[src/apic_pkg.sv]
package apic_pkg;

    // ****************************************
    // Register map
    // ****************************************
    localparam logic [3:0] CFG_OFFSET = 4'h0;
    localparam logic [3:0] CMD_OFFSET = 4'h4;
    localparam logic [3:0] STAT_OFFSET = 4'h8;
    localparam logic [31:0] CFG_RESET = 32'h0000_0000;
    localparam logic [31:0] CFG_RW_MASK = 32'hf900_e6bf;
    localparam logic [1:0] RESP_OKAY = 2'h0;
    localparam logic [1:0] RESP_SLVERR = 2'h2;

    // ****************************************
    // Configuration fields
    // ****************************************
    localparam int DONE_IEN_BIT = 31;
    localparam int RETRIG_IEN_BIT = 30;
    localparam int OVL_IEN_BIT = 29;
    localparam int QUARTIC_IEN_BIT = 28;
    localparam int CUBIC_IEN_BIT = 27;
    localparam int MASTER_IRQ_BIT = 24;
    localparam int DELAY_LSB = 14;
    localparam int ONE_PASS_BIT = 13;
    localparam int PHASE_GEN_BIT = 10;
    localparam int BIAS_GEN_BIT = 9;
    localparam int REF_CUR_BIT = 7;
    localparam int POS_BUF_BIT = 5;
    localparam int SECOND_CLK_BIT = 4;
    localparam int ANTIALIAS_BIT = 3;
    localparam int MODULATOR_BIT = 2;
    localparam int GAIN_AMP_BIT = 1;
    localparam int CONV_EN_BIT = 0;

    // ****************************************
    // Command and status fields
    // ****************************************
    localparam int TRIGGER_BIT = 0;
    localparam int CANCEL_BIT = 7;
    localparam int STAT_RUN_BIT = 0;
    localparam int STAT_CANCEL_BIT = 1;
    localparam int STAT_FLAG_LSB = 2;

    typedef enum logic [0:0] {SWEEP_IDLE, SWEEP_RUN} apic_sweep_t;

endpackage : apic_pkg

[src/apic_config.sv]
// Summary of operation
// - A zero enable bit holds its analog sub-circuit powered down.
// - Bit 31 lets conversion-complete raise the interrupt.
// - Bit 30 lets the mid-conversion trigger flag raise the interrupt.
// - Bit 29 lets modulator overload raise the interrupt.
// - Bit 28 lets the quartic filter range flag raise the interrupt.
// - Bit 27 lets the cubic filter range flag raise the interrupt.
// - Bit 24 gates the combined interrupt; zero keeps it low.
// - Bits 15:14 set start delay after modulator reset; 00 is one clock.
// - Bit 13 set: one sweep then wait; clear: sweeps restart continuously.
// - Bit 10 enables the phase generator, else powers it down.
// - Bit 9 enables the bias generator; clear powers it down here.
// - Bit 7 enables the reference current, else powers it down.
// - Bit 5 enables the positive reference buffer, else powers it down.
// - Setting bit 4 enables second filter clock; writing zero does nothing.
// - Bit 3 enables the anti-alias filter, else powers it down.
// - Bit 2 powers only the modulator, never the filter clocks.
// - Bit 1 enables the gain amplifier, else powers it down.
// - Bit 0 zero powers down every converter block regardless of others.
// - Bit 0 zero stops both filter clocks and resets the analog macro.
// - Bit 0 zero gates off the converter clock.
// - Interrupt enables never alter stored status flags.
// - Command bit 7 cancels continuous mode after the current sweep.
//
// Added by the designer: the AXI4-Lite interface to the registers.
`timescale 1ns/1ps
`default_nettype none

module apic_config (
    input wire logic clk,
    input wire logic rst,
    input wire logic [31:0] s_axi_awaddr,
    input wire logic s_axi_awvalid,
    output logic s_axi_awready,
    input wire logic [31:0] s_axi_wdata,
    input wire logic [3:0] s_axi_wstrb,
    input wire logic s_axi_wvalid,
    output logic s_axi_wready,
    output logic [1:0] s_axi_bresp,
    output logic s_axi_bvalid,
    input wire logic s_axi_bready,
    input wire logic [31:0] s_axi_araddr,
    input wire logic s_axi_arvalid,
    output logic s_axi_arready,
    output logic [31:0] s_axi_rdata,
    output logic [1:0] s_axi_rresp,
    output logic s_axi_rvalid,
    input wire logic s_axi_rready,
    input wire logic conversion_done_flag,
    input wire logic mid_conversion_trigger_flag,
    input wire logic modulator_overload_flag,
    input wire logic quartic_range_flag,
    input wire logic cubic_range_flag,
    input wire logic sweep_done,
    output logic phase_generator_pd,
    output logic bias_generator_pd,
    output logic reference_current_pd,
    output logic positive_buffer_pd,
    output logic antialias_pd,
    output logic modulator_pd,
    output logic gain_amp_pd,
    output logic cubic_filter_clk_en,
    output logic quartic_filter_clk_en,
    output logic converter_clk_en,
    output logic analog_macro_rst,
    output logic [1:0] post_reset_start_delay,
    output logic one_pass_select,
    output logic sweep_start,
    output logic sweep_active,
    output logic combined_converter_irq
);

    // ****************************************
    // Bus slave
    // ****************************************
    logic aw_got_r;
    logic w_got_r;
    logic [3:0] waddr_r;
    logic [31:0] wdata_r;
    logic [3:0] wstrb_r;
    logic bvalid_r;
    logic [1:0] bresp_r;
    logic rvalid_r;
    logic [31:0] rdata_r;
    logic [1:0] rresp_r;
    logic do_write;
    logic [31:0] strobed;
    logic [31:0] cfg_r;
    logic [31:0] cfg_nxt;
    logic trigger_cmd;
    logic cancel_cmd;
    logic cancel_pend_r;
    logic [4:0] flags;
    logic [4:0] flag_en;
    apic_pkg::apic_sweep_t state_r;

    assign s_axi_awready = !aw_got_r && !bvalid_r;
    assign s_axi_wready = !w_got_r && !bvalid_r;
    assign s_axi_bvalid = bvalid_r;
    assign s_axi_bresp = bresp_r;
    assign s_axi_arready = !rvalid_r;
    assign s_axi_rvalid = rvalid_r;
    assign s_axi_rdata = rdata_r;
    assign s_axi_rresp = rresp_r;
    assign do_write = aw_got_r && w_got_r && !bvalid_r;

    always_ff @(posedge clk) begin
        if (rst) begin
            aw_got_r <= 1'b0;
            waddr_r <= 4'h0;
        end else if (s_axi_awvalid && s_axi_awready) begin
            aw_got_r <= 1'b1;
            waddr_r <= s_axi_awaddr[3:0];
        end else if (do_write) begin
            aw_got_r <= 1'b0;
        end
    end

    always_ff @(posedge clk) begin
        if (rst) begin
            w_got_r <= 1'b0;
            wdata_r <= 32'h0000_0000;
            wstrb_r <= 4'h0;
        end else if (s_axi_wvalid && s_axi_wready) begin
            w_got_r <= 1'b1;
            wdata_r <= s_axi_wdata;
            wstrb_r <= s_axi_wstrb;
        end else if (do_write) begin
            w_got_r <= 1'b0;
        end
    end

    always_ff @(posedge clk) begin
        if (rst) begin
            bvalid_r <= 1'b0;
            bresp_r <= apic_pkg::RESP_OKAY;
        end else if (do_write) begin
            bvalid_r <= 1'b1;
            if (waddr_r == apic_pkg::CFG_OFFSET || waddr_r == apic_pkg::CMD_OFFSET) begin
                bresp_r <= apic_pkg::RESP_OKAY;
            end else begin
                bresp_r <= apic_pkg::RESP_SLVERR;
            end
        end else if (s_axi_bready) begin
            bvalid_r <= 1'b0;
        end
    end

    always_ff @(posedge clk) begin
        if (rst) begin
            rvalid_r <= 1'b0;
            rdata_r <= 32'h0000_0000;
            rresp_r <= apic_pkg::RESP_OKAY;
        end else if (s_axi_arvalid && s_axi_arready) begin
            rvalid_r <= 1'b1;
            rresp_r <= apic_pkg::RESP_OKAY;
            rdata_r <= 32'h0000_0000;
            unique case (s_axi_araddr[3:0])
                apic_pkg::CFG_OFFSET: begin
                    rdata_r <= cfg_r;
                end
                apic_pkg::CMD_OFFSET: begin
                    rdata_r <= 32'h0000_0000;
                end
                apic_pkg::STAT_OFFSET: begin
                    // Raw flags are shown unmasked by the interrupt enables.
                    rdata_r[apic_pkg::STAT_RUN_BIT] <= (state_r == apic_pkg::SWEEP_RUN);
                    rdata_r[apic_pkg::STAT_CANCEL_BIT] <= cancel_pend_r;
                    rdata_r[apic_pkg::STAT_FLAG_LSB +: 5] <= flags;
                end
                default: begin
                    rresp_r <= apic_pkg::RESP_SLVERR;
                end
            endcase
        end else if (s_axi_rready) begin
            rvalid_r <= 1'b0;
        end
    end

    // ****************************************
    // Configuration register
    // ****************************************
    for (genvar i = 0; i < 4; i++) begin : g_strobe
        assign strobed[8*i +: 8] = wstrb_r[i] ? wdata_r[8*i +: 8] : cfg_r[8*i +: 8];
    end

    always_comb begin
        cfg_nxt = cfg_r;
        if (do_write && waddr_r == apic_pkg::CFG_OFFSET) begin
            cfg_nxt = strobed & apic_pkg::CFG_RW_MASK;
            cfg_nxt[apic_pkg::SECOND_CLK_BIT] = cfg_r[apic_pkg::SECOND_CLK_BIT]
                | strobed[apic_pkg::SECOND_CLK_BIT];
        end
    end

    always_ff @(posedge clk) begin
        if (rst) begin
            cfg_r <= apic_pkg::CFG_RESET;
        end else begin
            cfg_r <= cfg_nxt;
        end
    end

    assign trigger_cmd = do_write && waddr_r == apic_pkg::CMD_OFFSET
        && wstrb_r[0] && wdata_r[apic_pkg::TRIGGER_BIT];
    assign cancel_cmd = do_write && waddr_r == apic_pkg::CMD_OFFSET
        && wstrb_r[0] && wdata_r[apic_pkg::CANCEL_BIT];

    // ****************************************
    // Analog power and clock controls
    // ****************************************
    always_ff @(posedge clk) begin
        if (rst) begin
            phase_generator_pd <= 1'b1;
            bias_generator_pd <= 1'b1;
            reference_current_pd <= 1'b1;
            positive_buffer_pd <= 1'b1;
            antialias_pd <= 1'b1;
            modulator_pd <= 1'b1;
            gain_amp_pd <= 1'b1;
        end else begin
            phase_generator_pd <= !(cfg_r[0] && cfg_r[apic_pkg::PHASE_GEN_BIT]);
            bias_generator_pd <= !(cfg_r[0] && cfg_r[apic_pkg::BIAS_GEN_BIT]);
            reference_current_pd <= !(cfg_r[0] && cfg_r[apic_pkg::REF_CUR_BIT]);
            positive_buffer_pd <= !(cfg_r[0] && cfg_r[apic_pkg::POS_BUF_BIT]);
            antialias_pd <= !(cfg_r[0] && cfg_r[apic_pkg::ANTIALIAS_BIT]);
            modulator_pd <= !(cfg_r[0] && cfg_r[apic_pkg::MODULATOR_BIT]);
            gain_amp_pd <= !(cfg_r[0] && cfg_r[apic_pkg::GAIN_AMP_BIT]);
        end
    end

    always_ff @(posedge clk) begin
        if (rst) begin
            cubic_filter_clk_en <= 1'b0;
            quartic_filter_clk_en <= 1'b0;
            converter_clk_en <= 1'b0;
            analog_macro_rst <= 1'b1;
            post_reset_start_delay <= 2'h0;
            one_pass_select <= 1'b0;
        end else begin
            cubic_filter_clk_en <= cfg_r[apic_pkg::CONV_EN_BIT];
            quartic_filter_clk_en <= cfg_r[apic_pkg::CONV_EN_BIT]
                && cfg_r[apic_pkg::SECOND_CLK_BIT];
            analog_macro_rst <= !cfg_r[apic_pkg::CONV_EN_BIT];
            converter_clk_en <= cfg_r[apic_pkg::CONV_EN_BIT];
            post_reset_start_delay <= cfg_r[apic_pkg::DELAY_LSB +: 2];
            one_pass_select <= cfg_r[apic_pkg::ONE_PASS_BIT];
        end
    end

    // ****************************************
    // Sweep control
    // ****************************************
    always_ff @(posedge clk) begin
        if (rst) begin
            cancel_pend_r <= 1'b0;
        end else if (cancel_cmd) begin
            cancel_pend_r <= 1'b1;
        end else if (state_r == apic_pkg::SWEEP_IDLE) begin
            cancel_pend_r <= 1'b0;
        end
    end

    always_ff @(posedge clk) begin
        if (rst) begin
            state_r <= apic_pkg::SWEEP_IDLE;
            sweep_start <= 1'b0;
        end else begin
            sweep_start <= 1'b0;
            unique case (state_r)
                apic_pkg::SWEEP_IDLE: begin
                    if (trigger_cmd && cfg_r[apic_pkg::CONV_EN_BIT]) begin
                        state_r <= apic_pkg::SWEEP_RUN;
                        sweep_start <= 1'b1;
                    end
                end
                apic_pkg::SWEEP_RUN: begin
                    if (!cfg_r[apic_pkg::CONV_EN_BIT]) begin
                        state_r <= apic_pkg::SWEEP_IDLE;
                    end else if (sweep_done) begin
                        if (cfg_r[apic_pkg::ONE_PASS_BIT] || cancel_pend_r || cancel_cmd) begin
                            state_r <= apic_pkg::SWEEP_IDLE;
                        end else begin
                            sweep_start <= 1'b1;
                        end
                    end
                end
            endcase
        end
    end

    assign sweep_active = (state_r == apic_pkg::SWEEP_RUN);

    // ****************************************
    // Interrupt combine
    // ****************************************
    // flags used unaltered
    assign flags = {conversion_done_flag, mid_conversion_trigger_flag,
        modulator_overload_flag, quartic_range_flag, cubic_range_flag};
    assign flag_en = cfg_r[apic_pkg::CUBIC_IEN_BIT +: 5];

    always_ff @(posedge clk) begin
        if (rst) begin
            combined_converter_irq <= 1'b0;
        end else begin
            combined_converter_irq <= cfg_r[apic_pkg::MASTER_IRQ_BIT] && |(flags & flag_en);
        end
    end
endmodule : apic_config

`default_nettype wire

[config.mk]
export PLATFORM = sky130hd
export DESIGN_NAME = apic_config
export DESIGN_NICKNAME = d
export VERILOG_FILES = /design/src/apic_pkg.sv /design/src/apic_config.sv
export SDC_FILE = /design/constraint.sdc
export NUM_CORES = 1
export LEC_CHECK = 0
export BUFFER_PORTS_ARGS = -buffer_cell sky130_fd_sc_hd__buf_4
export CORE_MARGIN = 2
export CORE_UTILIZATION = 34
export CTS_BUF_LIST = sky130_fd_sc_hd__clkbuf_8
export DETAILED_ROUTE_END_ITERATION = 10
export GPL_TIMING_DRIVEN = 0
export HOLD_SLACK_MARGIN = 0.02
export PLACE_DENSITY = 0.71
export SYNTH_ARGS = -nofsm -noshare
export SYNTH_HDL_FRONTEND = slang
export SYNTH_SLANG_ARGS = --single-unit
[constraint.sdc]
create_clock -name clk -period 2.1 [get_ports clk]
set_clock_uncertainty 0.2 [all_clocks]
set_input_delay 0.105 -clock clk [delete_from_list [all_inputs] [get_ports clk]]
set_output_delay 0.105 -clock clk [all_outputs]
set_load 0.1 [all_outputs]
== Word level (Yosys, flattened, before mapping) ==
Index checks and enable logic that the tools add are counted.
Storage, ports and cells
  flip-flop bits (word level): 115
  word-level logic and storage cells: 107
Cells by class
  equal/unequal tests: 4
  multiplexer cells: 22
  bitwise operators: 3
  reductions and logical operators: 48
Operator list (number)
  $mux 25: 1
  $logic_and 1x1->1: 22
  $mux 1: 15
  $pmux 7 s2: 1
  $logic_not 1->1: 12
  $eq 4x3->1 const B: 2
  $logic_not 4->1: 2
  $reduce_bool 2->1: 4
  $reduce_and 2->1: 3
  $and 5x5->5: 1
  $mux 5: 1
  $reduce_or 5->1: 1
  $eq 4x4->1 const B: 1
  $mux 2: 2
  $pmux 1 s2: 2
  $logic_or 1x1->1: 3
  $reduce_or 3->1: 1
  $ne 2x2->1 const B: 1
  $not 1->1: 1
  $or 1x1->1: 1

== Logic depth before layout (Yosys ltp) ==
Gate-level depths: netlist of run 1.
  depth after elaboration: 10
  gate-level depth with buffers: 6

== Worst setup path after synthesis of run 1 ==
No wires, ideal clock.
  path type: reg2reg
  from: reg bvalid_r, in the netlist s_axi_bvalid
  to: reg wdata_r[0]
  data arrival time: 2.807 ns
  data required time: 1.768 ns
  slack: -1.039 ns
  stages on the path, launching flop included: 6
  path through: dfxtp_1 > nor2_1 > nand2_1 > clkbuf_1 > nand2_1 > a21oi_1
On the way
  word-level cells in the longest chain between the ends: 3
RTL lines
  start: declaration: RTL line apic_config.sv:81  | logic bvalid_r;
  start signal: assignment: RTL line apic_config.sv:135  | bvalid_r <= 1'b0;
  start signal: assignment: RTL line apic_config.sv:138  | bvalid_r <= 1'b1;
  start signal: assignment: RTL line apic_config.sv:145  | bvalid_r <= 1'b0;
  $logic_not 1->1: RTL line apic_config.sv:98  | assign s_axi_wready = !w_got_r && !bvalid_r;
  $logic_and 1x1->1: RTL line apic_config.sv:98
  via s_axi_wready: RTL line apic_config.sv:38  | output logic s_axi_wready,
  $logic_and 1x1->1: RTL line apic_config.sv:124  | end else if (s_axi_wvalid && s_axi_wready) begin
  end signal: assignment: RTL line apic_config.sv:126  | wdata_r <= s_axi_wdata;
  end: declaration: RTL line apic_config.sv:79  | logic [31:0] wdata_r;
The timed path passes the listed nets, and every way through them passes these cells.
A chain may end at the register's enable or synchronous reset.

== Worst setup path after layout of run 1 ==
  from: in s_axi_araddr[3]
  to: reg rdata_r[6], in the netlist s_axi_rdata[6]
On the way
  word-level cells in the longest chain between the ends: 2
  elaborated cells between the ends (all ways): 3
  classes of those cells: eq/ne (1); mux (1); reduce/logical (1)
RTL lines
  start: declaration: RTL line apic_config.sv:42  | input wire logic [31:0] s_axi_araddr,
  $eq 4x4->1 / $logic_not 4->1 (equally long branches): RTL line apic_config.sv:158  | unique case (s_axi_araddr[3:0])
  $pmux 7 s2 (*): RTL line apic_config.sv:158
  end signal: assignment: RTL line apic_config.sv:160  | rdata_r <= cfg_r;
  end signal: indexed assignment: RTL line apic_config.sv:167  | rdata_r[apic_pkg::STAT_RUN_BIT] <= (state_r == apic_pkg::SWEEP_RUN);
  end signal: indexed assignment: RTL line apic_config.sv:168  | rdata_r[apic_pkg::STAT_CANCEL_BIT] <= cancel_pend_r;
  end: declaration: RTL line apic_config.sv:84  | logic [31:0] rdata_r;
Mark *: on every way between the ends. The rest lies on a longest branch, timed or not.

==> results of run 1 <==
[layout make-up]
| type | instances | area (sq um) |
|---|---|---|
| Fill cell | 843 | 4420 |
| Clock inverter | 7 | 73.8 |
| Inverter | 5 | 22.5 |
| Multi-Input combinational cell | 237 | 1300 |
| Clock buffer | 9 | 124 |
| Sequential cell | 85 | 1710 |
| Buffer | 36 | 219 |
| Timing Repair Buffer | 132 | 1110 |
| Tap cell | 111 | 139 |
[final timing paths]
| check | to |
|---|---|
| min reg2reg | reference_current_pd |
| max | s_axi_rdata[6] |
| max reg2reg | wdata_r[29] |
| min | aw_got_r |
[per-stage QoR]
stage,setup slack [ps],hold slack [ps],util (%)
2_1_floorplan,19.8,-6.18,-
3_3_place_gp,451,85.3,44.0
3_5_place_dp,413,87.5,44.0
4_1_cts,59.2,26.2,51.2
5_1_grt,73.5,81.5,51.5
6_report,195,51.6,51.5
[kinds of logic (layout without fill, tap and decap cells)]
group,after synthesis,after routing
muxes,21,21
buffers and inverters,41,189
AOI/OAI and AO/OA,54,54
other,1,15
DFF,85,85
and+or+nand+nor,147,147
[where the power goes]
group	leakage, nW	internal, mW	switching, mW
combinational	1.30	0.218	0.430
clock	0.101	0.471	0.666
sequential	0.692	1.66	0.0384
total	2.09	2.35	1.13
[cell usage after synthesis, types with 3 or more instances]
cell      count  area, sq um
dfxtp_1      85         1700
nand2_1      67          251
a21oi_1      40          200
nor2_1       35          131
mux2i_1      21          210
buf_4        17          128
nand3_1      15         75.1
clkbuf_1     12         45.0
nor3_1        8         40.0
a221oi_1      6         52.6
inv_1         5         18.8
nor2b_1       5         31.3
buf_2         4         20.0
nand2b_1      3         18.8
nand4b_2      3         45.0
[repair_timing]
item / CTS / global route
resized for setup: 0 / 3
setup endpoints to repair: 0 / 2
setup buffers: 0 / 2
hold endpoints to repair: 40 / 0
hold buffers: 46 / 0
[state kept, by name, summed over array words and instances (netlist names), 2 cells and up]
register	cells
cfg_r	18
post_reset_start_delay	2
s_axi_rdata	19
waddr_r	4
wdata_r	18
wstrb_r	3
[metal layers]
layer | track usage (%) | vias to the layer above | wire length (um)
li1 | - | 1459 | -
met4 | 6.43 | 0 | 108
met5 | 0 | - | 0
met1 | 21.6 | 1292 | 3750
met2 | 26.8 | 111 | 3770
met3 | 2.72 | 10 | 555
[worst max-delay path: cells and delay by family]
kind                   cells  cell delay [ps]
buffers and inverters      3             1240
AND/OR/NAND/NOR            2              520
AO/OA/AOI/OAI              1              140
==> flow_summary.yaml, run 1 <==
synth:
  syn_inst: 349
  synth_compound_area_share_pct: 9.80
  synth_top_family_by_area: "simple AND/OR/NAND/NOR gates"
  yosys.area_share.adder_pct: 0
  yosys_register_bits: 85
  synthMuxAreaShare_pct: 6.67
  seq_area_frac_synth_pct: 54.0
  ys_types: 35
  synthXorXnorAreaFrac_pct: 0
  postSynthAreaPerCell_sq_um: 9.03
  ys_async_sr_fraction_pct: 0
  synth-simple-area-share_pct: 22.1
  synth_flop_cell: "dfxtp_1"
  synth_edf_count: 0
  synthesis.area_sq_um: 3150
  yosysWarnings: 0
sta:
  rsz0062_at_grt: "false"
  max_slew.worst_pin.slew_ps: 517
  tns_ps: 0
  min_period_ps: 1910
  slew_violations: 0
  setup_violations: 0
  slew_headroom_pct: 65.5
  fin_crit_sh_pct: 90.7
  hold_viol: 0
  fmax_mhz: 525
clocking:
  clock-sinks: 85
  cts_max_level: 3
  root_buffer: "clkbuf_8"
  clk_pin_slew_ps: 100
  numCtsBuffers: 9
  cts_buffer_depth: 2
  cts_tree: "yes"
  insertion_delay_ps: 350
detailed_routing:
  antenna_left: 0
  via_per_inst: 4.62
  drtIter0Drc: 100
  firstDrtPassIters: 4
  vias: 2872
  routed_wl_mm: 8.19
  drc: 0
  wl_per_cell_um: 13.2
setup_path:
  cp_slowest_cell: "dlygate4sd3_1"
  crit_required_ps: 2190
  critPathCaptureType: "flop"
  max_stage_delay_ps: 580
  path_cells: "dlygate4sd3_1 -> buf_4 -> nor4b_4 -> nand3_1 -> dlygate4sd3_1 -> a21oi_1"
  cpMostUsedCell: "dlygate4sd3_1"
  cp-startpoint: "s_axi_araddr[3]"
  r2r-start: "s_axi_bvalid"
  rr_worst_depth: 6
  regToRegSetupSlack_ps: 200
  crit_fanout: 7
  worstSetupPathType: "in -> reg"
  arrival_ps: 2000
  cp-start-kind: "input port"
final_layout:
  layout_common_cells: "buf_4, dfxtp_1, nand2_1"
  layout_commonest_cell: "buf_4"
  drive_above_1_share_pct: 27.2
  antennaDiodeCount: 0
  final_nets: 619
  instances_no_fill: 622
  areaGrowthSynthToFinish_pct: 48.7
  stdcell_area_sq_um: 4690
global_route:
  antenna_found_initial: 0
  grt_max_degree: 19
  grt_usage_pct: 16.4
  gr-total-overflow: 0
  grt_pass1_vias: 2703
  grt_pass1_wl_mm: 13.0
run:
  max_cap_viol_count: 0
power:
  p_leak_nw: 2.09
  powerDensity_nw_per_um2: 743
  p_total_mw: 3.48
  ir_worst_vdd_uv: 407
worst_hold_path:
  holdPathStages: 5
  hp-class: "in -> reg"
  hp-start: "s_axi_awvalid"
placement:
  dp_cells: 558
  gp_congestion: 0.788
  port-buffer-count: 84
  hpwl_mm: 5.87
  place_area_sq_um: 4010
floorplanning:
  core_region_area_sq_um: 9110
  io_pins: 171
  initial_core_util_pct: 34.6
  die_x_um: 100
  die_y_um: 100
  die-area_sq_um: 10100
  fp-row-count: 35
run_status:
  outcome: "completed"
(Power assumes the default switching activity.)
==> inputs of run 2 (changes only) <==
--- a/config.mk
+++ b/config.mk
@@ -7,12 +7,12 @@
 export LEC_CHECK = 0
 export BUFFER_PORTS_ARGS = -buffer_cell sky130_fd_sc_hd__buf_4
 export CORE_MARGIN = 2
-export CORE_UTILIZATION = 34
+export CORE_UTILIZATION = 37
 export CTS_BUF_LIST = sky130_fd_sc_hd__clkbuf_8
 export DETAILED_ROUTE_END_ITERATION = 10
 export GPL_TIMING_DRIVEN = 0
 export HOLD_SLACK_MARGIN = 0.02
-export PLACE_DENSITY = 0.71
+export PLACE_DENSITY = 0.78
 export SYNTH_ARGS = -nofsm -noshare
 export SYNTH_HDL_FRONTEND = slang
 export SYNTH_SLANG_ARGS = --single-unit
==> constraint.sdc (replaced) <==
create_clock -name clk -period 1.5 [get_ports clk]
set_clock_uncertainty 0.2 [all_clocks]
set_input_delay 0.075 -clock clk [delete_from_list [all_inputs] [get_ports clk]]
set_output_delay 0.075 -clock clk [all_outputs]
set_load 0.1 [all_outputs]
==> run 2 against run 1 <==
Compared with the run above: the run now ends with negative hold slack, negative setup slack left; utilization is 5.8 points higher; clock-buffer cell count stayed put; routed wire length is 2.4% higher.
==> flow_summary.yaml, run 2 (synthesis results as in run 1) <==
run_status:
  outcome: "complete, but fails checks"
  violations: "negative hold slack, negative setup slack"
sta:
  fmax_mhz: 646
  hold_viol: 4
  slew_violations: 0
  setup_violations: 13
  whs_ps: -133
  fin_crit_sh_pct: 103
  max_slew.worst_pin.slew_ps: 713
  layout_setup_ws_ps: -48.4
  min_period_ps: 1550
  slew_headroom_pct: 52.3
  rsz0062_at_grt: "true"
run:
  max_cap_viol_count: 0
clocking:
  numCtsBuffers: 9
  hold_buffers: 38
  cts_max_level: 3
  clock-sinks: 85
  clk_pin_slew_ps: 90
  insertion_delay_ps: 370
  cts_tree: "yes"
  root_buffer: "clkbuf_8"
  cts_buffer_depth: 2
final_layout:
  multi_input_area_sq_um: 1340
  final_nets: 613
  drive_above_1_share_pct: 30.7
  area.sequential_sq_um: 1710
  areaGrowthSynthToFinish_pct: 49.9
  layout_commonest_cell: "buf_4"
  nFillCells: 713
  instances_no_fill: 610
  layout_common_cells: "buf_4, dfxtp_1, nand2_1"
  antennaDiodeCount: 0
  largest_register_ffs: 19
placement:
  hpwl_mm: 6.04
  preCtsSetupSlack_ps: -139
  port-buffer-count: 84
  dp_cells: 552
  gp_congestion: 0.827
floorplanning:
  core_region_area_sq_um: 8260
  die-area_sq_um: 9280
  die_y_um: 96.3
  initial_core_util_pct: 38.2
  die_x_um: 96.3
  fp-row-count: 33
  io_pins: 171
setup_path:
  crit_required_ps: 1540
  cp-start-kind: "flop"
  r2r-start: "s_axi_bvalid"
  critPathCaptureType: "flop"
  cp-startpoint: "s_axi_bvalid"
  crit_fanout: 7
  arrival_ps: 1590
  worstSetupPathType: "reg -> reg"
global_route:
  grt_usage_pct: 18.7
  grt_pass1_vias: 2759
  antenna_found_initial: 0
  gr-total-overflow: 0
  grt_max_degree: 16
  grt_pass1_wl_mm: 13.0
detailed_routing:
  vias: 2868
  drtIter0Drc: 140
  wl_per_cell_um: 13.7
  drc: 0
  routed_wl_mm: 8.38
  antenna_left: 0
  firstDrtPassIters: 4
  via_per_inst: 4.70
power:
  p_leak_nw: 2.12
  power_frac_clock_pct: 32.6
  p_comb_share_pct: 19.3
  switching_share_pct: 30.5
  ir_worst_vdd_uv: 408
  p_sw_mw: 1.51
  powerDensity_nw_per_um2: 1050
  seqPwrFrac_pct: 48.1
  power.internal_mw: 3.44
worst_hold_path:
  hp-start: "s_axi_araddr[3]"
  hp-class: "in -> reg"
==> run 2: cell type report <==
cell class | count | share of cell area (%)
buffer | 36 | 5.59
clock buffer | 9 | 2.62
clock inverter | 7 | 1.48
inverter | 5 | 0.477
multi-input combinational | 237 | 28.3
sequential | 85 | 36.3
tap | 105 | 2.78
timing repair buffer | 126 | 22.5
==> run 2: power groups by stage <==
stage	Sequential [mW]	Clock, mW	Combinational (mW)
after global routing	2.39	1.73	1.01
after CTS	2.38	1.64	0.947
after detailed placement	2.43	0	0.842
after floorplan	2.55	0	0.511
after global placement	2.43	0	0.830
final	2.38	1.62	0.956
==> run 2: path summary, 6_finish.rpt <==
kind / slack [ps] / depth (start not counted) / end
setup reg to reg: -50 / 5 / cfg_r[5]
hold reg to reg: 220 / 1 / gain_amp_pd
hold / removal: -130 / 4 / s_axi_rdata[9]
setup / recovery: -50 / 5 / cfg_r[5]
==> run 2: what timing repair did <==
item	CTS	global route
pin swaps	2	2
endpoints found under the setup margin	21	21
setup buffers	3	1
resized for setup	5	6
hold endpoints to repair	51	6
==> run 2: worst max-delay path, cell delays in order, from the launching register on <==
cell      delay, ps
dfxtp_4         370
and3b_1         220
buf_6           150
nand4b_4        210
mux2i_1         230
nor2_1           50
==> run 2: per-stage QoR <==
stage	area, sq um	power, mW	hold WS [ps]	setup TNS [ps]	utilization (%)
global placement	4080	3.26	53.9	-790	49.4
finish	4730	4.96	-133	-387	57.2
global route	4730	5.14	-114	-1960	57.2
floorplan	3320	3.06	-36.2	-19360	-
CTS	4700	4.97	-141	-400	56.9
detailed placement	4080	3.28	65.0	-2000	49.4
==> run 2: metal layers <==
metal / part of all wire (%) / GRT usage [%] / routed length (um)
met5: 0 / 0 / 0
met4: 1.4 / 6.34 / 120
met3: 6.1 / 4.93 / 512
met2: 49 / 32.6 / 4110
met1: 43 / 22.2 / 3640
